### src/hdl/flash_ctl_defs.svh
`ifndef FLASH_CTL_DEFS_SVH
`define FLASH_CTL_DEFS_SVH
// ==========================================================================
// Register map of the controller, word offsets on the software port.
`define REG_CMD        4'h0
`define REG_ADDR       4'h1
`define REG_WDATA      4'h2
`define REG_STATUS     4'h3
`define REG_RDATA      4'h4
`define REG_PINS       4'h5
// Command codes written to the command register.
`define OP_READ        4'h1
`define OP_WRITE       4'h2
`define OP_ID_ENTER    4'h3
`define OP_ID_READ     4'h4
`define OP_RESET_CMD   4'h5
`define OP_PROG        4'h6
`define OP_ERASE       4'h7
`define OP_HW_ID       4'h8
// Bus command values and unlock addresses.
`define UNLOCK_ADR1    20'h00555
`define UNLOCK_ADR2    20'h002AA
`define UNLOCK_D1      8'hAA
`define UNLOCK_D2      8'h55
`define CMD_ID         8'h90
`define CMD_RESET      8'hF0
`define CMD_PROG       8'hA0
`define CMD_ERASE_SET  8'h80
`define CMD_SECT_ERASE 8'h30
// Identification read offsets in the low address byte.
`define ID_MFR         8'h00
`define ID_DEV         8'h01
`define ID_PROT        8'h02
`define ID_CONT        8'h03
// Strobe phase length in clocks, less one (40 ns each, well above any glitch filter).
`define PHASE_CYC      3'h2
// Status bit positions.
`define ST_BUSY        0
`define ST_ID_MODE     1
`define ST_ABORT       2
// Pin-control bit positions in the pins register.
`define PIN_HOLD       0
`define PIN_NINE_QUAL  1
`define PIN_RST_QUAL   2
`endif

### src/hdl/flash_ctl_pkg.sv
package flash_ctl_pkg;
   // ======================================================================
   // Sequencer states.
   typedef enum logic [2:0] {
      S_IDLE, S_SETUP, S_STROBE, S_HOLD, S_NEXT
   } seq_state_t;
endpackage : flash_ctl_pkg

### src/hdl/bus_cycle_if.sv
`timescale 1ns/10ps
// One bus cycle request from the sequencer to the pin engine.
interface bus_cycle_if;
   logic        start;
   logic        write;
   logic [19:0] addr;
   logic [15:0] wdata;
   logic        done;
   logic [15:0] rdata;
   modport seq (output start, output write, output addr, output wdata,
                input done, input rdata);
   modport eng (input start, input write, input addr, input wdata,
                output done, output rdata);
endinterface : bus_cycle_if

### src/hdl/flash_host_ctl.sv
// The register offsets and the address-and-strobe port were left to the implementer.
`timescale 1ns/10ps
`include "flash_ctl_defs.svh"
// Contract
// - High-voltage ID needs bit-nine qualifier, bit six low
// - Sector address high bits; 01h protected
// - ID readable by command sequence, no qualifier
// - Host protects all sectors before unprotect; the controller leaves this to software
// - Protect uses reset qualifier and bus cycles
// - Program and erase need unlock sequence
// - Write needs CE, WE low, OE high
// - Limit flag or ID mode needs reset
module flash_host_ctl
   import flash_ctl_pkg::*;
(
   input  wire logic        mclk,
   input  wire logic        reset,
   input  wire logic [3:0]  sw_addr,
   input  wire logic [31:0] sw_wdata,
   input  wire logic        sw_wr,
   input  wire logic        sw_rd,
   output logic      [31:0] sw_rdata,
   output logic             flash_ce_n,
   output logic             flash_oe_n,
   output logic             flash_we_n,
   output logic      [19:0] flash_addr,
   input  wire logic [15:0] flash_dq_in,
   output logic      [15:0] flash_dq_out,
   output logic             flash_dq_oe_n,
   output logic             flash_reset_n,
   output logic             id_volt_on_a9,
   output logic             unprot_volt_on_reset
);
   typedef struct packed {
      seq_state_t  st;
      logic [3:0]  op;
      logic [2:0]  step;
      logic [19:0] addr;
      logic [15:0] wdata;
      logic [15:0] rdata;
      logic        id_mode;
      logic        abort;
      logic        start;
      logic        write;
      logic [19:0] c_addr;
      logic [15:0] c_wdata;
      logic [31:0] sw_rdata;
      logic [2:0]  pins;
   } ctl_t;
   ctl_t s_r, s_nxt;
   logic cyc_last;
   logic [19:0] cyc_a;
   logic [15:0] cyc_d;

   bus_cycle_if cyc ();

   flash_pin_engine u_eng (
      .mclk    (mclk),
      .reset   (reset),
      .cyc     (cyc.eng),
      .dq_in   (flash_dq_in),
      .ce_n    (flash_ce_n),
      .oe_n    (flash_oe_n),
      .we_n    (flash_we_n),
      .addr_o  (flash_addr),
      .dq_out  (flash_dq_out),
      .dq_oe_n (flash_dq_oe_n)
   );

   // Bus cycle for a given step of the current operation.
   function automatic logic [35:0] step_cycle(input logic [3:0] op, input logic [2:0] st,
                                              input logic [19:0] a, input logic [15:0] d);
      logic [19:0] ca;
      logic [7:0]  cd;
      ca = `UNLOCK_ADR1;
      cd = `UNLOCK_D1;
      case (st)
         3'd0: begin
            ca = `UNLOCK_ADR1;
            cd = `UNLOCK_D1;
         end
         3'd1: begin
            ca = `UNLOCK_ADR2;
            cd = `UNLOCK_D2;
         end
         3'd2: begin
            ca = `UNLOCK_ADR1;
            cd = (op == `OP_PROG) ? `CMD_PROG :
                 (op == `OP_ERASE) ? `CMD_ERASE_SET : `CMD_ID;
         end
         3'd3: begin
            ca = `UNLOCK_ADR1;
            cd = `UNLOCK_D1;
         end
         default: begin
            ca = `UNLOCK_ADR2;
            cd = `UNLOCK_D2;
         end
      endcase
      return {ca, 8'h00, cd};
   endfunction : step_cycle

   // Last unlock or command step of each sequence; program and erase then add
   // one more cycle that carries the target address.
   function automatic logic [2:0] last_step(input logic [3:0] op);
      case (op)
         `OP_ID_ENTER: return 3'd2;
         `OP_PROG:     return 3'd2;
         `OP_ERASE:    return 3'd4;
         default:      return 3'd0;
      endcase
   endfunction : last_step

   // ======================================================================
   // Sequencer: software orders become bus cycles on the flash pins.
   always_comb begin
      s_nxt          = s_r;
      s_nxt.start    = 1'b0;
      cyc_last       = (s_r.step == last_step(s_r.op));
      {cyc_a, cyc_d} = step_cycle(s_r.op, s_r.step, s_r.addr, s_r.wdata);
      if (sw_rd) begin
         case (sw_addr)
            `REG_ADDR:   s_nxt.sw_rdata = {12'h000, s_r.addr};
            `REG_WDATA:  s_nxt.sw_rdata = {16'h0000, s_r.wdata};
            `REG_STATUS: s_nxt.sw_rdata = {29'h0, s_r.abort, s_r.id_mode,
                                           (s_r.st != S_IDLE)};
            `REG_RDATA:  s_nxt.sw_rdata = {16'h0000, s_r.rdata};
            `REG_PINS:   s_nxt.sw_rdata = {29'h0, s_r.pins};
            default:     s_nxt.sw_rdata = 32'h0000_0000;
         endcase
      end
      if (sw_wr) begin
         case (sw_addr)
            `REG_ADDR:  s_nxt.addr  = sw_wdata[19:0];
            `REG_WDATA: s_nxt.wdata = sw_wdata[15:0];
            // Bit0 holds the device in reset, bit1 address-bit-nine qualifier,
            // bit2 reset qualifier for protect or temporary unprotect.
            // Protecting every sector before an unprotect is left to software.
            `REG_PINS:  s_nxt.pins  = sw_wdata[2:0];
            `REG_CMD: begin
               // Orders are dropped while busy rather than queued.
               if (s_r.st == S_IDLE) begin
                  s_nxt.op    = sw_wdata[3:0];
                  s_nxt.step  = 3'd0;
                  s_nxt.abort = 1'b0;
                  s_nxt.st    = S_SETUP;
               end
            end
            default: ;
         endcase
      end
      case (s_r.st)
         S_IDLE: ;
         S_SETUP: begin
            s_nxt.start = 1'b1;
            s_nxt.st    = S_STROBE;
            case (s_r.op)
               `OP_READ, `OP_HW_ID: begin
                  // High-voltage ID read keeps address bit six low.
                  s_nxt.write  = 1'b0;
                  s_nxt.c_addr = (s_r.op == `OP_HW_ID) ?
                                 {s_r.addr[19:7], 1'b0, s_r.addr[5:0]} : s_r.addr;
               end
               `OP_ID_READ: begin
                  // Low byte picks the code; sector sits in high bits.
                  s_nxt.write  = 1'b0;
                  s_nxt.c_addr = s_r.addr;
               end
               `OP_WRITE: begin
                  s_nxt.write   = 1'b1;
                  s_nxt.c_addr  = s_r.addr;
                  s_nxt.c_wdata = s_r.wdata;
               end
               `OP_RESET_CMD: begin
                  // Leaves ID mode or limit-exceeded status.
                  s_nxt.write   = 1'b1;
                  s_nxt.c_addr  = `UNLOCK_ADR1;
                  s_nxt.c_wdata = {8'h00, `CMD_RESET};
               end
               `OP_ID_ENTER, `OP_PROG, `OP_ERASE: begin
                  // Unlock cycles before any alteration.
                  s_nxt.write   = 1'b1;
                  s_nxt.c_addr  = cyc_a;
                  s_nxt.c_wdata = cyc_d;
                  if (s_r.step > last_step(s_r.op)) begin
                     // Final cycle carries target address and data.
                     s_nxt.c_addr  = s_r.addr;
                     s_nxt.c_wdata = (s_r.op == `OP_ERASE) ?
                                     {8'h00, `CMD_SECT_ERASE} : s_r.wdata;
                  end
               end
               default: begin
                  s_nxt.start = 1'b0;
                  s_nxt.abort = 1'b1;
                  s_nxt.st    = S_IDLE;
               end
            endcase
         end
         S_STROBE: begin
            if (cyc.done) begin
               s_nxt.rdata = cyc.rdata;
               s_nxt.st    = S_NEXT;
            end
         end
         default: begin
            s_nxt.st = S_IDLE;
            if ((s_r.op == `OP_ID_ENTER) && cyc_last) begin
               s_nxt.id_mode = 1'b1;
            end else if (s_r.op == `OP_RESET_CMD) begin
               s_nxt.id_mode = 1'b0;
            end
            if (((s_r.op == `OP_PROG) || (s_r.op == `OP_ERASE)) &&
                (s_r.step <= last_step(s_r.op))) begin
               s_nxt.step = s_r.step + 3'd1;
               s_nxt.st   = S_SETUP;
            end else if ((s_r.op == `OP_ID_ENTER) && !cyc_last) begin
               s_nxt.step = s_r.step + 3'd1;
               s_nxt.st   = S_SETUP;
            end
         end
      endcase
      // Reset pin low ends the device's operation and its ID mode.
      if (s_r.pins[`PIN_HOLD]) begin
         s_nxt.id_mode = 1'b0;
      end
   end

   always_ff @(posedge mclk) begin
      if (reset) begin
         s_r <= '{st: S_IDLE, op: 4'h0, step: 3'd0, addr: 20'h00000,
                  wdata: 16'h0000, rdata: 16'h0000, id_mode: 1'b0, abort: 1'b0,
                  start: 1'b0, write: 1'b0, c_addr: 20'h00000, c_wdata: 16'h0000,
                  sw_rdata: 32'h0000_0000, pins: 3'h0};
      end else begin
         s_r <= s_nxt;
      end
   end

   assign cyc.start            = s_r.start;
   assign cyc.write            = s_r.write;
   assign cyc.addr             = s_r.c_addr;
   assign cyc.wdata            = s_r.c_wdata;
   assign sw_rdata             = s_r.sw_rdata;
   assign flash_reset_n        = ~s_r.pins[`PIN_HOLD];
   assign id_volt_on_a9        = s_r.pins[`PIN_NINE_QUAL];
   assign unprot_volt_on_reset = s_r.pins[`PIN_RST_QUAL];
endmodule : flash_host_ctl

### src/hdl/flash_pin_engine.sv
`timescale 1ns/10ps
`include "flash_ctl_defs.svh"
module flash_pin_engine
   import flash_ctl_pkg::*;
(
   input  wire logic        mclk,
   input  wire logic        reset,
   bus_cycle_if.eng         cyc,
   input  wire logic [15:0] dq_in,
   output logic             ce_n,
   output logic             oe_n,
   output logic             we_n,
   output logic [19:0]      addr_o,
   output logic [15:0]      dq_out,
   output logic             dq_oe_n
);
   typedef struct packed {
      logic [1:0]  ph;
      logic [2:0]  cnt;
      logic        wr;
      logic        ce_n;
      logic        oe_n;
      logic        we_n;
      logic [19:0] addr;
      logic [15:0] dq;
      logic        dq_oe_n;
      logic        done;
      logic [15:0] rd;
   } eng_t;
   eng_t s_r, s_nxt;

   // ======================================================================
   // Phase 0 sets address with strobes high; phase 1 lowers CE with WE or OE
   // together; phase 2 raises them together so address and data are both
   // stable at the latching edges. Strobes never overlap OE with WE.
   always_comb begin
      s_nxt      = s_r;
      s_nxt.done = 1'b0;
      case (s_r.ph)
         2'd0: begin
            if (cyc.start) begin
               s_nxt.ph      = 2'd1;
               s_nxt.cnt     = `PHASE_CYC;
               s_nxt.wr      = cyc.write;
               s_nxt.addr    = cyc.addr;
               s_nxt.dq      = cyc.wdata;
               s_nxt.dq_oe_n = ~cyc.write;
            end
         end
         2'd1: begin
            // Address is stable before the later falling edge.
            s_nxt.ce_n = 1'b0;
            s_nxt.we_n = ~s_r.wr;
            s_nxt.oe_n = s_r.wr;
            s_nxt.cnt  = s_r.cnt - 3'h1;
            if (s_r.cnt == 3'h0) begin
               s_nxt.ph = 2'd2;                    // Pulse spans clocks.
            end
         end
         default: begin
            // Data held until after the first rising edge.
            s_nxt.rd      = s_r.oe_n ? s_r.rd : dq_in;
            s_nxt.ce_n    = 1'b1;
            s_nxt.we_n    = 1'b1;
            s_nxt.oe_n    = 1'b1;
            s_nxt.dq_oe_n = 1'b1;
            s_nxt.ph      = 2'd0;
            s_nxt.done    = 1'b1;
         end
      endcase
   end

   always_ff @(posedge mclk) begin
      if (reset) begin
         s_r <= '{ph: 2'd0, cnt: 3'h0, wr: 1'b0, ce_n: 1'b1, oe_n: 1'b1,
                  we_n: 1'b1, addr: 20'h00000, dq: 16'h0000, dq_oe_n: 1'b1,
                  done: 1'b0, rd: 16'h0000};
      end else begin
         s_r <= s_nxt;
      end
   end

   assign ce_n      = s_r.ce_n;
   assign oe_n      = s_r.oe_n;
   assign we_n      = s_r.we_n;
   assign addr_o    = s_r.addr;
   assign dq_out    = s_r.dq;
   assign dq_oe_n   = s_r.dq_oe_n;
   assign cyc.done  = s_r.done;
   assign cyc.rdata = s_r.rd;
endmodule : flash_pin_engine

### config.mk
export PLATFORM = sky130hd
export DESIGN_NAME = flash_host_ctl
export DESIGN_NICKNAME = d
export VERILOG_FILES = /design/src/hdl/flash_ctl_pkg.sv /design/src/hdl/bus_cycle_if.sv /design/src/hdl/flash_host_ctl.sv /design/src/hdl/flash_pin_engine.sv
export VERILOG_INCLUDE_DIRS = /design/src /design/src/hdl
export SDC_FILE = /design/constraint.sdc
export NUM_CORES = 1
export LEC_CHECK = 0
export BUFFER_PORTS_ARGS = -buffer_cell sky130_fd_sc_hd__buf_2
export CORE_MARGIN = 4
export CORE_UTILIZATION = 30
export CTS_BUF_LIST = sky130_fd_sc_hd__clkbuf_4 sky130_fd_sc_hd__clkbuf_8
export DETAILED_ROUTE_END_ITERATION = 16
export GPL_TIMING_DRIVEN = 1
export PLACE_DENSITY_LB_ADDON = 0.12
export SETUP_SLACK_MARGIN = 0.02
export SLEW_MARGIN = 20
export SYNTH_ARGS = -nofsm -noshare
export SYNTH_HDL_FRONTEND = slang
export SYNTH_SLANG_ARGS = --single-unit
### constraint.sdc
create_clock -name mclk -period 2.21 [get_ports mclk]
set_input_delay 0.442 -clock mclk [delete_from_list [all_inputs] [get_ports mclk]]
set_output_delay 0.442 -clock mclk [all_outputs]
set_load 0.1 [all_outputs]
Word-level counts from Yosys, hierarchy flattened
Index checks and enable logic that the tools add are counted.
W data, S select, Z words.
{"block": "classes", "reduce_logical": 38, "n_mux": 43, "n_lt_le_gt_ge": 2, "n_eq_ne": 21, "addsub": 2, "n_bitwise": 8}
{"operator": "$pmux W21 S5", "count": 1}
{"operator": "$pmux W20 S5", "count": 1}
{"operator": "$mux W16", "count": 3}
{"operator": "$pmux W16 S3", "count": 1}
{"operator": "$mux W46", "count": 1}
{"operator": "$mux W39", "count": 1}
{"operator": "$mux W36", "count": 1}
{"operator": "$eq A4 B3 Y1 const B", "count": 6}
{"operator": "$reduce_and A2 Y1", "count": 12}
{"operator": "$mux W3", "count": 7}
{"operator": "$mux W10", "count": 2}
{"operator": "$mux W20", "count": 1}
{"operator": "$pmux W3 S2", "count": 3}
{"operator": "$mux W17", "count": 1}
{"operator": "$eq A4 B2 Y1 const B", "count": 4}
{"operator": "$pmux W8 S2", "count": 1}
{"operator": "$mux W6", "count": 2}
{"operator": "$reduce_or A2 Y1", "count": 6}
{"operator": "$mux W11", "count": 1}
{"operator": "$eq A3 B2 Y1 const B", "count": 3}
{"operator": "$logic_not A3 Y1", "count": 3}
{"operator": "$pmux W3 S3", "count": 1}
{"operator": "$reduce_or A3 Y1", "count": 3}
{"operator": "$eq A4 B1 Y1 const B", "count": 2}
{"operator": "other kinds (27)", "count": 47}
{"block": "word_totals", "in_bits": 56, "regBits": 200, "elab_cells": 139, "out_inout_bits": 75}

Depth between registers and ports, before layout
Gate-level depths: netlist of the first run.
{"block": "logic_depth", "word_depth": 9, "depth_mapped": 10, "mapped_depth_nobuf": 8}

Modules after synthesis
Synthesis of the first run repeated with hierarchy kept, for this count alone.
{"block": "unflattened", "hier_cells": 975, "hier_area_um2": 8164.1}
{"mod": "flash_host_ctl", "seq_area_each_um2": 2502.4, "area_per_inst_um2": 5475.3, "cells_each": 648, "n_inst": 1}
{"mod": "flash_pin_engine", "seq_area_each_um2": 1261.2, "area_per_inst_um2": 2688.8, "cells_each": 327, "n_inst": 1}

Worst setup path before layout of the first run
Ideal clock, no wire load.
{"block": "synth_timing", "path_kind": "reg2reg", "from": "register s_r[132] in the netlist's numbering", "to": "register s_r (netlist bit cyc.wdata[10])", "path_buffers": 1, "t_arrival_ns": 2.159, "t_required_ns": 2.150, "setup_time_ns": 0.060, "slack_ns": -0.009, "stages_incl_launch_ff": 9, "synth_period_minus_slack_ns": 2.219, "path_cell_list": "dfxtp_1 -> buf_2 -> nand4b_1 -> ha_1 -> nor2b_1 -> o21ai_2 -> maj3_1 -> nor3_4 -> a22o_1"}
{"block": "synth_between", "elab_chain_cells": 8, "word_cells_on_any_way": 16, "cone_classes": "order compare: 1; eq/ne: 5; mux: 6; reduce/logical: 4"}
{"item": "from (decl)", "line": "flash_host_ctl.sv:50", "source": "ctl_t s_r, s_nxt;"}
{"item": "from (signal assigned)", "line": "flash_host_ctl.sv:230", "source": "s_r <= '{st: S_IDLE, op: 4'h0, step: 3'd0, addr: 20'h00000,"}
{"item": "from (signal assigned)", "line": "flash_host_ctl.sv:235", "source": "s_r <= s_nxt;"}
{"item": "$eq A4 B2 Y1 or $eq A4 B3 Y1 (tied branches)", "line": "flash_host_ctl.sv:106, flash_host_ctl.sv:157"}
{"item": "$reduce_or A2 Y1 (no line)"}
{"item": "$pmux W3 S2", "line": "flash_host_ctl.sv:106", "source": "case (op)"}
{"item": "$mux W3", "line": "flash_host_ctl.sv:157", "source": "case (s_r.op)"}
{"item": "$mux W3", "line": "flash_host_ctl.sv:152", "source": "case (s_r.st)"}
{"item": "$gt A3 B3 Y1", "line": "flash_host_ctl.sv:185", "source": "if (s_r.step > last_step(s_r.op)) begin"}
{"item": "$mux W36", "line": "flash_host_ctl.sv:185"}
{"item": "$pmux W16 S3", "line": "flash_host_ctl.sv:157"}
Several ways; a longest one is shown, not always the timed one. The select of a mux whose other input is x is not followed.
A chain may end at the register's enable or synchronous reset.

Final worst setup path of the first run
{"block": "layout_timing", "from": "register s_r[133] in the netlist's numbering", "to": "register s_r (netlist bit cyc.addr[6])"}
{"block": "layout_between", "elab_chain_cells": 8, "word_cells_on_any_way": 20, "cone_classes": "order compare: 1; eq/ne: 8; mux: 6; reduce/logical: 5"}
{"item": "$eq A4 B2 Y1 or $eq A4 B3 Y1 (tied branches)", "line": "flash_host_ctl.sv:106, flash_host_ctl.sv:157"}
{"item": "$reduce_or A2 Y1 (no line)"}
{"item": "$pmux W3 S2", "line": "flash_host_ctl.sv:106"}
{"item": "$mux W3", "line": "flash_host_ctl.sv:157"}
{"item": "$mux W3", "line": "flash_host_ctl.sv:152"}
{"item": "$gt A3 B3 Y1", "line": "flash_host_ctl.sv:185"}
{"item": "$mux W36", "line": "flash_host_ctl.sv:185"}
{"item": "$pmux W21 S5", "line": "flash_host_ctl.sv:157"}
Several ways; a longest one is shown, not always the timed one. The select of a mux whose other input is x is not followed.

==> metrics.md, run 1 <==
| Metric | Value |
|---|---|
| Outcome | `completed` |
| Largest net degree at the start of global routing | `60` |
| Leakage power | `3.25 nW` |
| Clock slew at reported path FFs | `0.10 ns` |
| Placer Congestion | `0.758` |
| Routed Wire Length | `22,000 microns` |
| Slew headroom | `0.538` |
| Number of synthesized flops with an enable pin | `0` |
| Distinct cells, synth | `59` |
| Setup ws final | `0.170 ns` |
| CTS tree | `yes` |
| Area added between synthesis and finish | `12.0%` |
| Initial Util | `0.305` |
| Fill cell count | `2,847` |
| Number of diodes | `0` |
| Number of global-route vias before repair | `5,898` |
| Most common cell in the synthesized netlist | `nand2_1` |
| Total CTS buffers | `17` |
| Main synth FF type | `dfxtp_1` |
| Startpoint Class | `flop` |
| Area leader, netlist | `dfxtp_1` |
| Layout cells sized above 1 | `0.195` |
| Gr busiest metal | `met1` |
| CP endpoint kind | `flop` |
| Crit Path Max Fanout | `19` |
| GRT overflow | `0` |
| Total die area | `0.0292 sq mm` |
| Worst-Skew Late Latency | `0.46 ns` |
| Routed WL per cell | `16.0 microns` |
| Vias/cell | `4.66` |
| Final setup violation count | `0` |
| Synth top cells by count | `nand2_1 (256), dfxtp_1 (188), a21oi_1 (167), buf_4 (72), nor2_1 (58)` |
| DR pass1 iterations | `5` |
| Clock Sinks | `188` |
| Yosys top cell area share | `0.473` |
| Setup TNS | `0 ns` |
| Data required time of the critical path | `2.59 ns` |
| Worst Skew | `0.0175 ns` |
| Pwr Total | `6.05 mW` |
| Worst setup path startpoint | `s_r[133]$_SDFFE_PP0P_` |
| Part of the cycle the worst path needs | `0.923` |
| Clock Tree Root | `clkbuf_8` |
| Worst R2R Setup Slack | `0.17 ns` |
| Tightest Hold Check Type | `input port to flop` |
| Flops & latches, synth | `188` |
| DRT iter0 DRCs | `403` |
| VDD IR max | `0.427 mV` |
| Min-delay src | `flash_dq_in[1]` |
| Syn Area/Cell | `8.10 sq um` |
| Die W | `171 microns` |
| IO Count | `131` |
| MaxCap Viol Count | `0` |
| CTS max path bufs | `2` |
| H-tree depth | `4` |
| Final ANT Viol Nets | `0` |
| Hold_buf cts | `0` |
| Final Net Count | `1,089` |
| Worst-Margin Slew | `0.691 ns` |
| RSZ-0062 raised after global routing | `false` |
| Setup Slack @ Placement | `0.103 ns` |
| Cell area after synthesis | `0.00795 sq mm` |
| Vias | `6,389` |
| Post-Syn Instances | `981` |
| Worst R2R End | `cyc.addr[6]$_SDFFE_PP0P_` |
| Async S/R FF share, synth | `0` |
| Final hold vios | `0` |
| Rows | `59` |
| Post-synthesis sequential area ratio | `0.473` |
| Data arrival, critical path | `2.42 ns` |
| Gr usage total | `0.150` |
| Met2 GRT Util | `0.211` |
| Met1 Use GR | `0.236` |
| Finished layout cell area | `0.00890 sq mm` |
| CP Class | `flop to flop` |
| Count of pins over their slew limit | `0` |
| Initial antenna violation count | `0` |
| DRC violations left | `0` |
| Placed instance area | `0.00848 sq mm` |
| Core box area | `0.0261 sq mm` |
| Synth top area cells | `dfxtp_1 (47%), nand2_1 (12%), a21oi_1 (11%)` |
| CP endpoint | `cyc.addr[6]$_SDFFE_PP0P_` |
| Pwr dens | `680 mW/mm^2` |
| Detail Placement HPWL | `16,000 microns` |
| Worst R2R Path Depth | `9` |
| Worst flop-to-flop path startpoint | `s_r[133]$_SDFFE_PP0P_` |
| Grt met3 use | `0.0328` |
| Final min period | `2.04 ns` |
| Chip height | `171 microns` |
| FMAX | `490 MHz` |
| Synth Warn # | `0` |
| First-pass GRT wire length | `34,600 microns` |
| I/O Buffers | `106` |
power breakdown:
group          internal (mW)  leakage, nW  switching, mW
logic                 0.0745         1.54          0.268
clock network           1.02        0.198           1.27
registers               3.40         1.52         0.0166
registers in the layout, summed over array words and instances (netlist names), 6 cells and up:
name             count
cyc.wdata           16
u_eng.cyc.rdata     16
sw_rdata            20
u_eng.s_r            6
cyc.addr            20
s_r                 65
u_eng.addr_o        20
u_eng.dq_out        16
worst min-delay path by stage:
stage                                                  to  slack, ns  cells past startpoint
after floorplan              u_eng.dq_out[0]$_SDFFE_PP0P_       0.43                      2
after CTS                 u_eng.cyc.rdata[1]$_SDFFE_PP0P_       0.18                      3
after detailed placement    u_eng.addr_o[10]$_SDFFE_PP0P_       0.44                      2
after global routing      u_eng.cyc.rdata[1]$_SDFFE_PP0P_       0.18                      3
after global placement          cyc.addr[13]$_SDFFE_PP0P_       0.44                      2
final                     u_eng.cyc.rdata[1]$_SDFFE_PP0P_       0.21                      3
metrics by stage:
stage,utilization,cells,hold slack [ns]
2_1_floorplan,-,992,0.429
3_3_place_gp,0.325,1339,0.440
3_5_place_dp,0.325,1339,0.443
4_1_cts,0.340,1370,0.177
5_1_grt,0.342,1372,0.177
6_report,0.342,1372,0.210
final cells by class:
class	instances	area (sq um)	share of cell area
multi-input combinational	663	3410	0.383
clock inverter	13	140	0.0157
timing repair buffer	143	873	0.0981
inverter	12	45.0	0.00506
clock buffer	18	241	0.0271
sequential	188	3770	0.424
tap	335	419	0.0471
kinds of logic (layout without fill, tap and decap cells):
family                   after synthesis  after routing  synth area share
other                                  1             12          0.000472
XOR/XNOR                               1              1           0.00110
AO/OA/AOI/OAI                        244            244             0.180
multiplexers                          12             12            0.0154
adder cells (fa/ha/maj)                9              9            0.0139
buffers and inverters                141            186             0.106
flip-flops                           188            188             0.473
AND/OR/NAND/NOR                      385            385             0.209
layout by cell type, fill, tap and decap left out, types with 3 or more instances in the layout:
cell type    n
nor2_1      58
buf_4       33
o2111ai_1    4
a21oi_1    167
nand3_1     19
o31ai_1      4
buf_2      105
nand2b_1     7
ha_1         8
o21ai_2      3
nor3_4       3
dfxtp_1    186
a22oi_1     14
o21ai_0     15
nand2_1    256
inv_1       10
a211oi_2     5
clkinv_2     4
a22o_1       8
a211oi_1     4
inv_6        5
clkbuf_8    17
a31oi_1      3
buf_12       5
nor3_1      16
conb_1      12
nor2b_1      4
a311oi_1     4
mux2i_1     10
layer usage:
metal / part of all wire / routed length [microns]
met1: 0.55 / 12000
met2: 0.40 / 8770
met3: 0.047 / 1040
met4: 0.0075 / 165
met5: 0 / 0
what timing repair did:
| action | 4_1_cts | 5_1_grt |
|---|---|---|
| gates resized for setup | 0 | 9 |
| endpoints found under the setup margin | 0 | 37 |
| buffers inserted | 0 | 2 |
critical path, stage by stage (launching register included):
cell	delay, ns
dfxtp_1	0.33
nand4b_1	0.23
ha_1	0.34
nand3b_1	0.15
o21ai_2	0.09
buf_4	0.17
o21ai_2	0.18
buf_12	0.17
nand3_1	0.10
a211oi_2	0.21
Note: power is estimated with default switching activity, not from simulation.
==> run 2, diff against run 1 <==
ABC_AREA = 1   (was default)
==> run 2 against run 1 <==
  * Sequential share of layout area shrank 2.0 points
  * Worst hold slack lost 0.012 ns
  * Sequential cell count is the same
  * Worst setup slack improved by 0.069 ns
  * Synthesized area grew 5.2%
  * Largest power group unchanged
  * First-iteration DRC count grew 6.0%
  * Register-to-register slack improved by 0.07 ns
  * Highest routed layer unchanged
  * Clock skew up 0.0096 ns
==> metrics.md, run 2 <==
| Metric | Value |
|---|---|
| Outcome | `completed` |
| Routed Wire Length | `22,900 microns (+4.1%)` |
| Largest net degree at the start of global routing | `104 (+73%)` |
| Min-delay src | `flash_dq_in[7]` |
| Worst Skew | `0.0271 ns (+0.00963 ns)` |
| Vias | `7,035 (+10%)` |
| Worst R2R Path Depth | `12 (+3)` |
| I/O Buffers | `106 (unchanged)` |
| Rows | `60 (+1.7%)` |
| Main synth FF type | `dfxtp_1` |
| Worst R2R End | `cyc.addr[12]$_SDFFE_PP0P_` |
| Fill cell count | `3,062 (+7.6%)` |
| Part of the cycle the worst path needs | `0.892 (-0.0313)` |
| Pwr dens | `653 mW/mm^2 (-3.9%)` |
| Final ANT Viol Nets | `0 (unchanged)` |
| IO Count | `131 (unchanged)` |
| Clock Sinks | `188 (unchanged)` |
| Distinct cells, synth | `31 (-47%)` |
| VDD IR max | `0.415 mV (-2.7%)` |
| Number of synthesized flops with an enable pin | `0 (unchanged)` |
| Final Net Count | `1,270 (+17%)` |
| Vias/cell | `4.42 (-5.0%)` |
| Gr usage total | `0.147 (-0.00344)` |
| Setup TNS | `0 ns (unchanged)` |
| Number of flip-flops in the largest register | `65 (unchanged)` |
| Flops & latches, synth | `188 (unchanged)` |
| Total die area | `0.0306 sq mm (+5.0%)` |
| Worst R2R Setup Slack | `0.24 ns (+0.07 ns)` |
| Count of pins over their slew limit | `0 (unchanged)` |
| Total CTS buffers | `17 (unchanged)` |
| FMAX | `507 MHz (+3.5%)` |
| Number of diodes | `0 (unchanged)` |
| Most frequent cells in the layout | `nand2_1 (220), dfxtp_1 (185), nor2_1 (171)` |
| RSZ-0062 raised after global routing | `false` |
| Data arrival, critical path | `2.37 ns (-0.05 ns)` |
| Max incr delay on CP | `0.37 ns (+0.03 ns)` |
| Post-Syn Instances | `1,163 (+19%)` |
| Data required time of the critical path | `2.61 ns (+0.02 ns)` |
| Chip height | `175 microns (+2.5%)` |
| Core box area | `0.0272 sq mm (+4.3%)` |
| Initial Util | `0.308 (+0.00279)` |
| DRT iter0 DRCs | `427 (+6.0%)` |
| Area added between synthesis and finish | `11.5%` |
| Final hold vios | `0 (unchanged)` |
| DRC violations left | `0 (unchanged)` |
| Worst path slowest cell | `dfxtp_2` |
| Area leader, netlist | `dfxtp_1` |
| CTS max path bufs | `2 (unchanged)` |
| Number of global-route vias before repair | `6,476 (+9.8%)` |
| Final setup violation count | `0 (unchanged)` |
| Crit Path Max Fanout | `9 (-10)` |
| Hold EP | `u_eng.cyc.rdata[7]$_SDFFE_PP0P_` |
| Final min period | `1.97 ns (-0.0693 ns)` |
| Initial antenna violation count | `0 (unchanged)` |
| GRT overflow | `0 (unchanged)` |
| Leakage power | `4.02 nW (+23%)` |
| Routed WL per cell | `14.4 microns (-10%)` |
| Critical path cell sequence | `inv_2 > nor2_1 > nand2_1 > o21ai_1 > ha_1 > nand3_1 > nand2_1 > buf_4 > o21ai_2 > buf_12 > nand2_1 > a21oi_1` |
| First-pass GRT wire length | `36,300 microns (+4.8%)` |
| Pwr Total | `6.10 mW (+0.69%)` |
| DR pass1 iterations | `4 (-1)` |
| CP most frequent cell | `nand2_1` |
| Synth top area cells | `dfxtp_1 (45%), nand2_1 (9.9%), o21ai_0 (8.4%)` |
| Slew headroom | `0.511 (-0.0268)` |
| Placer Congestion | `0.857 (+13%)` |
| CP Class | `flop to flop` |
| Biggest register | `s_r` |
| Cell area after synthesis | `0.00837 sq mm (+5.2%)` |
| Worst hold path depth | `3 (unchanged)` |
| Async S/R FF share, synth | `0 (unchanged)` |
| Clock slew at reported path FFs | `0.10 ns (about the same)` |
| Worst-Skew Late Latency | `0.47 ns (about the same)` |
| H-tree depth | `4 (unchanged)` |
| Syn Area/Cell | `7.19 sq um (-11%)` |
| Die W | `175 microns (+2.5%)` |
| Worst-Margin Slew | `0.731 ns (+0.0403 ns)` |
| MaxCap Viol Count | `0 (unchanged)` |
| Clock Tree Root | `clkbuf_8` |
| Most common cell in the synthesized netlist | `nand2_1` |
| Most common cell after layout, fill and taps aside | `nand2_1` |
| CP endpoint kind | `flop` |
| Synth top cells by count | `nand2_1 (221), dfxtp_1 (188), nor2_1 (171), o21ai_0 (140), a21oi_1 (114)` |
| Post-synthesis sequential area ratio | `0.450 (-0.0236)` |
| Synth Warn # | `0 (unchanged)` |
| CTS tree | `yes` |
| Tightest Hold Check Type | `input port to flop` |
| Layout cells sized above 1 | `0.159 (-0.0356)` |
| Startpoint Class | `flop` |
| Detail Placement HPWL | `16,600 microns (+3.9%)` |
| Worst flop-to-flop path startpoint | `s_r[131]$_SDFFE_PP0P_` |
| Yosys top cell area share | `0.450 (-0.0236)` |
==> run 2: power breakdown <==
part	total, mW	leakage (nW)	internal, mW	switching, mW
logic	0.416	2.30	0.0890	0.327
clock network	2.25	0.196	0.922	1.33
registers	3.43	1.52	3.41	0.0207
total	6.10	4.02	4.42	1.67
==> run 2: worst max path at each step <==
| stage | from | end | slack, ns |
|---|---|---|---|
| finish | s_r[131]$_SDFFE_PP0P_ | cyc.addr[12]$_SDFFE_PP0P_ | 0.24 |
| global route | s_r[132]$_SDFFE_PP0P_ | s_r[129]$_SDFF_PP0_ | 0.02 |
| CTS | s_r[131]$_SDFFE_PP0P_ | cyc.addr[8]$_SDFFE_PP0P_ | 0.12 |
| detailed placement | s_r[131]$_SDFFE_PP0P_ | cyc.addr[8]$_SDFFE_PP0P_ | 0.13 |
| global placement | s_r[131]$_SDFFE_PP0P_ | cyc.addr[0]$_SDFFE_PP0P_ | 0.13 |
| floorplan | s_r[132]$_SDFFE_PP0P_ | cyc.addr[11]$_SDFFE_PP0P_ | 0.05 |
==> run 2: area by class of cell <==
| cell class | instances | area (sq um) | share of cell area |
|---|---|---|---|
| Tap cell | 372 | 465 | 0.0499 |
| Multi-Input combinational cell | 766 | 3530 | 0.378 |
| Sequential cell | 188 | 3770 | 0.404 |
| Timing Repair Buffer | 140 | 836 | 0.0896 |
| Inverter | 93 | 352 | 0.0377 |
| Clock inverter | 11 | 100 | 0.0107 |
| Clock buffer | 21 | 283 | 0.0303 |
==> run 2: through the flow <==
stage          area, sq um  cells  utilization  hold slack (ns)  setup slack, ns
6_report              9330   1591        0.343            0.198            0.239
5_1_grt               9330   1591        0.343            0.172           0.0228
4_1_cts               9320   1591        0.343            0.157            0.117
3_5_place_dp          8940   1559        0.329            0.444            0.130
3_3_place_gp          8940   1559        0.329            0.440            0.132
2_1_floorplan         8410   1174            -            0.430           0.0488
==> run 2: logic make-up (layout without fill, tap and decap cells) <==
| group | Yosys count | after routing | share of synthesized area |
|---|---|---|---|
| AO/OA/AOI/OAI | 277 | 277 | 0.173 |
| adder cells (fa/ha/maj) | 8 | 8 | 0.0120 |
| buffers and inverters | 220 | 265 | 0.134 |
| flip-flops | 188 | 188 | 0.450 |
| other | 1 | 12 | 0.000448 |
| AND/OR/NAND/NOR | 469 | 469 | 0.230 |
==> run 2: layer usage <==
| metal | share of wire | up-vias | track usage |
|---|---|---|---|
| li1 | - | 3781 | - |
| met1 | 0.54 | 3130 | 0.219 |
| met2 | 0.42 | 117 | 0.218 |
| met3 | 0.035 | 7 | 0.0303 |
| met4 | 0.0064 | 0 | 0.0308 |
| met5 | 0 | - | 0 |
==> run 2: what timing repair did <==
action,in CTS,in global routing
setup buffers,0,0
setup endpoints to repair,0,20
gates resized for setup,0,6
hold buffers,0,0
==> run 2: worst max-delay path, delay by kind of cell, from the launching register on <==
| family | cells | cell delay (ns) |
|---|---|---|
| simple gates | 5 | 0.53 |
| buf+inv | 3 | 0.39 |
| compound gates | 3 | 0.38 |
| flops | 1 | 0.37 |
| fa+ha+maj | 1 | 0.24 |
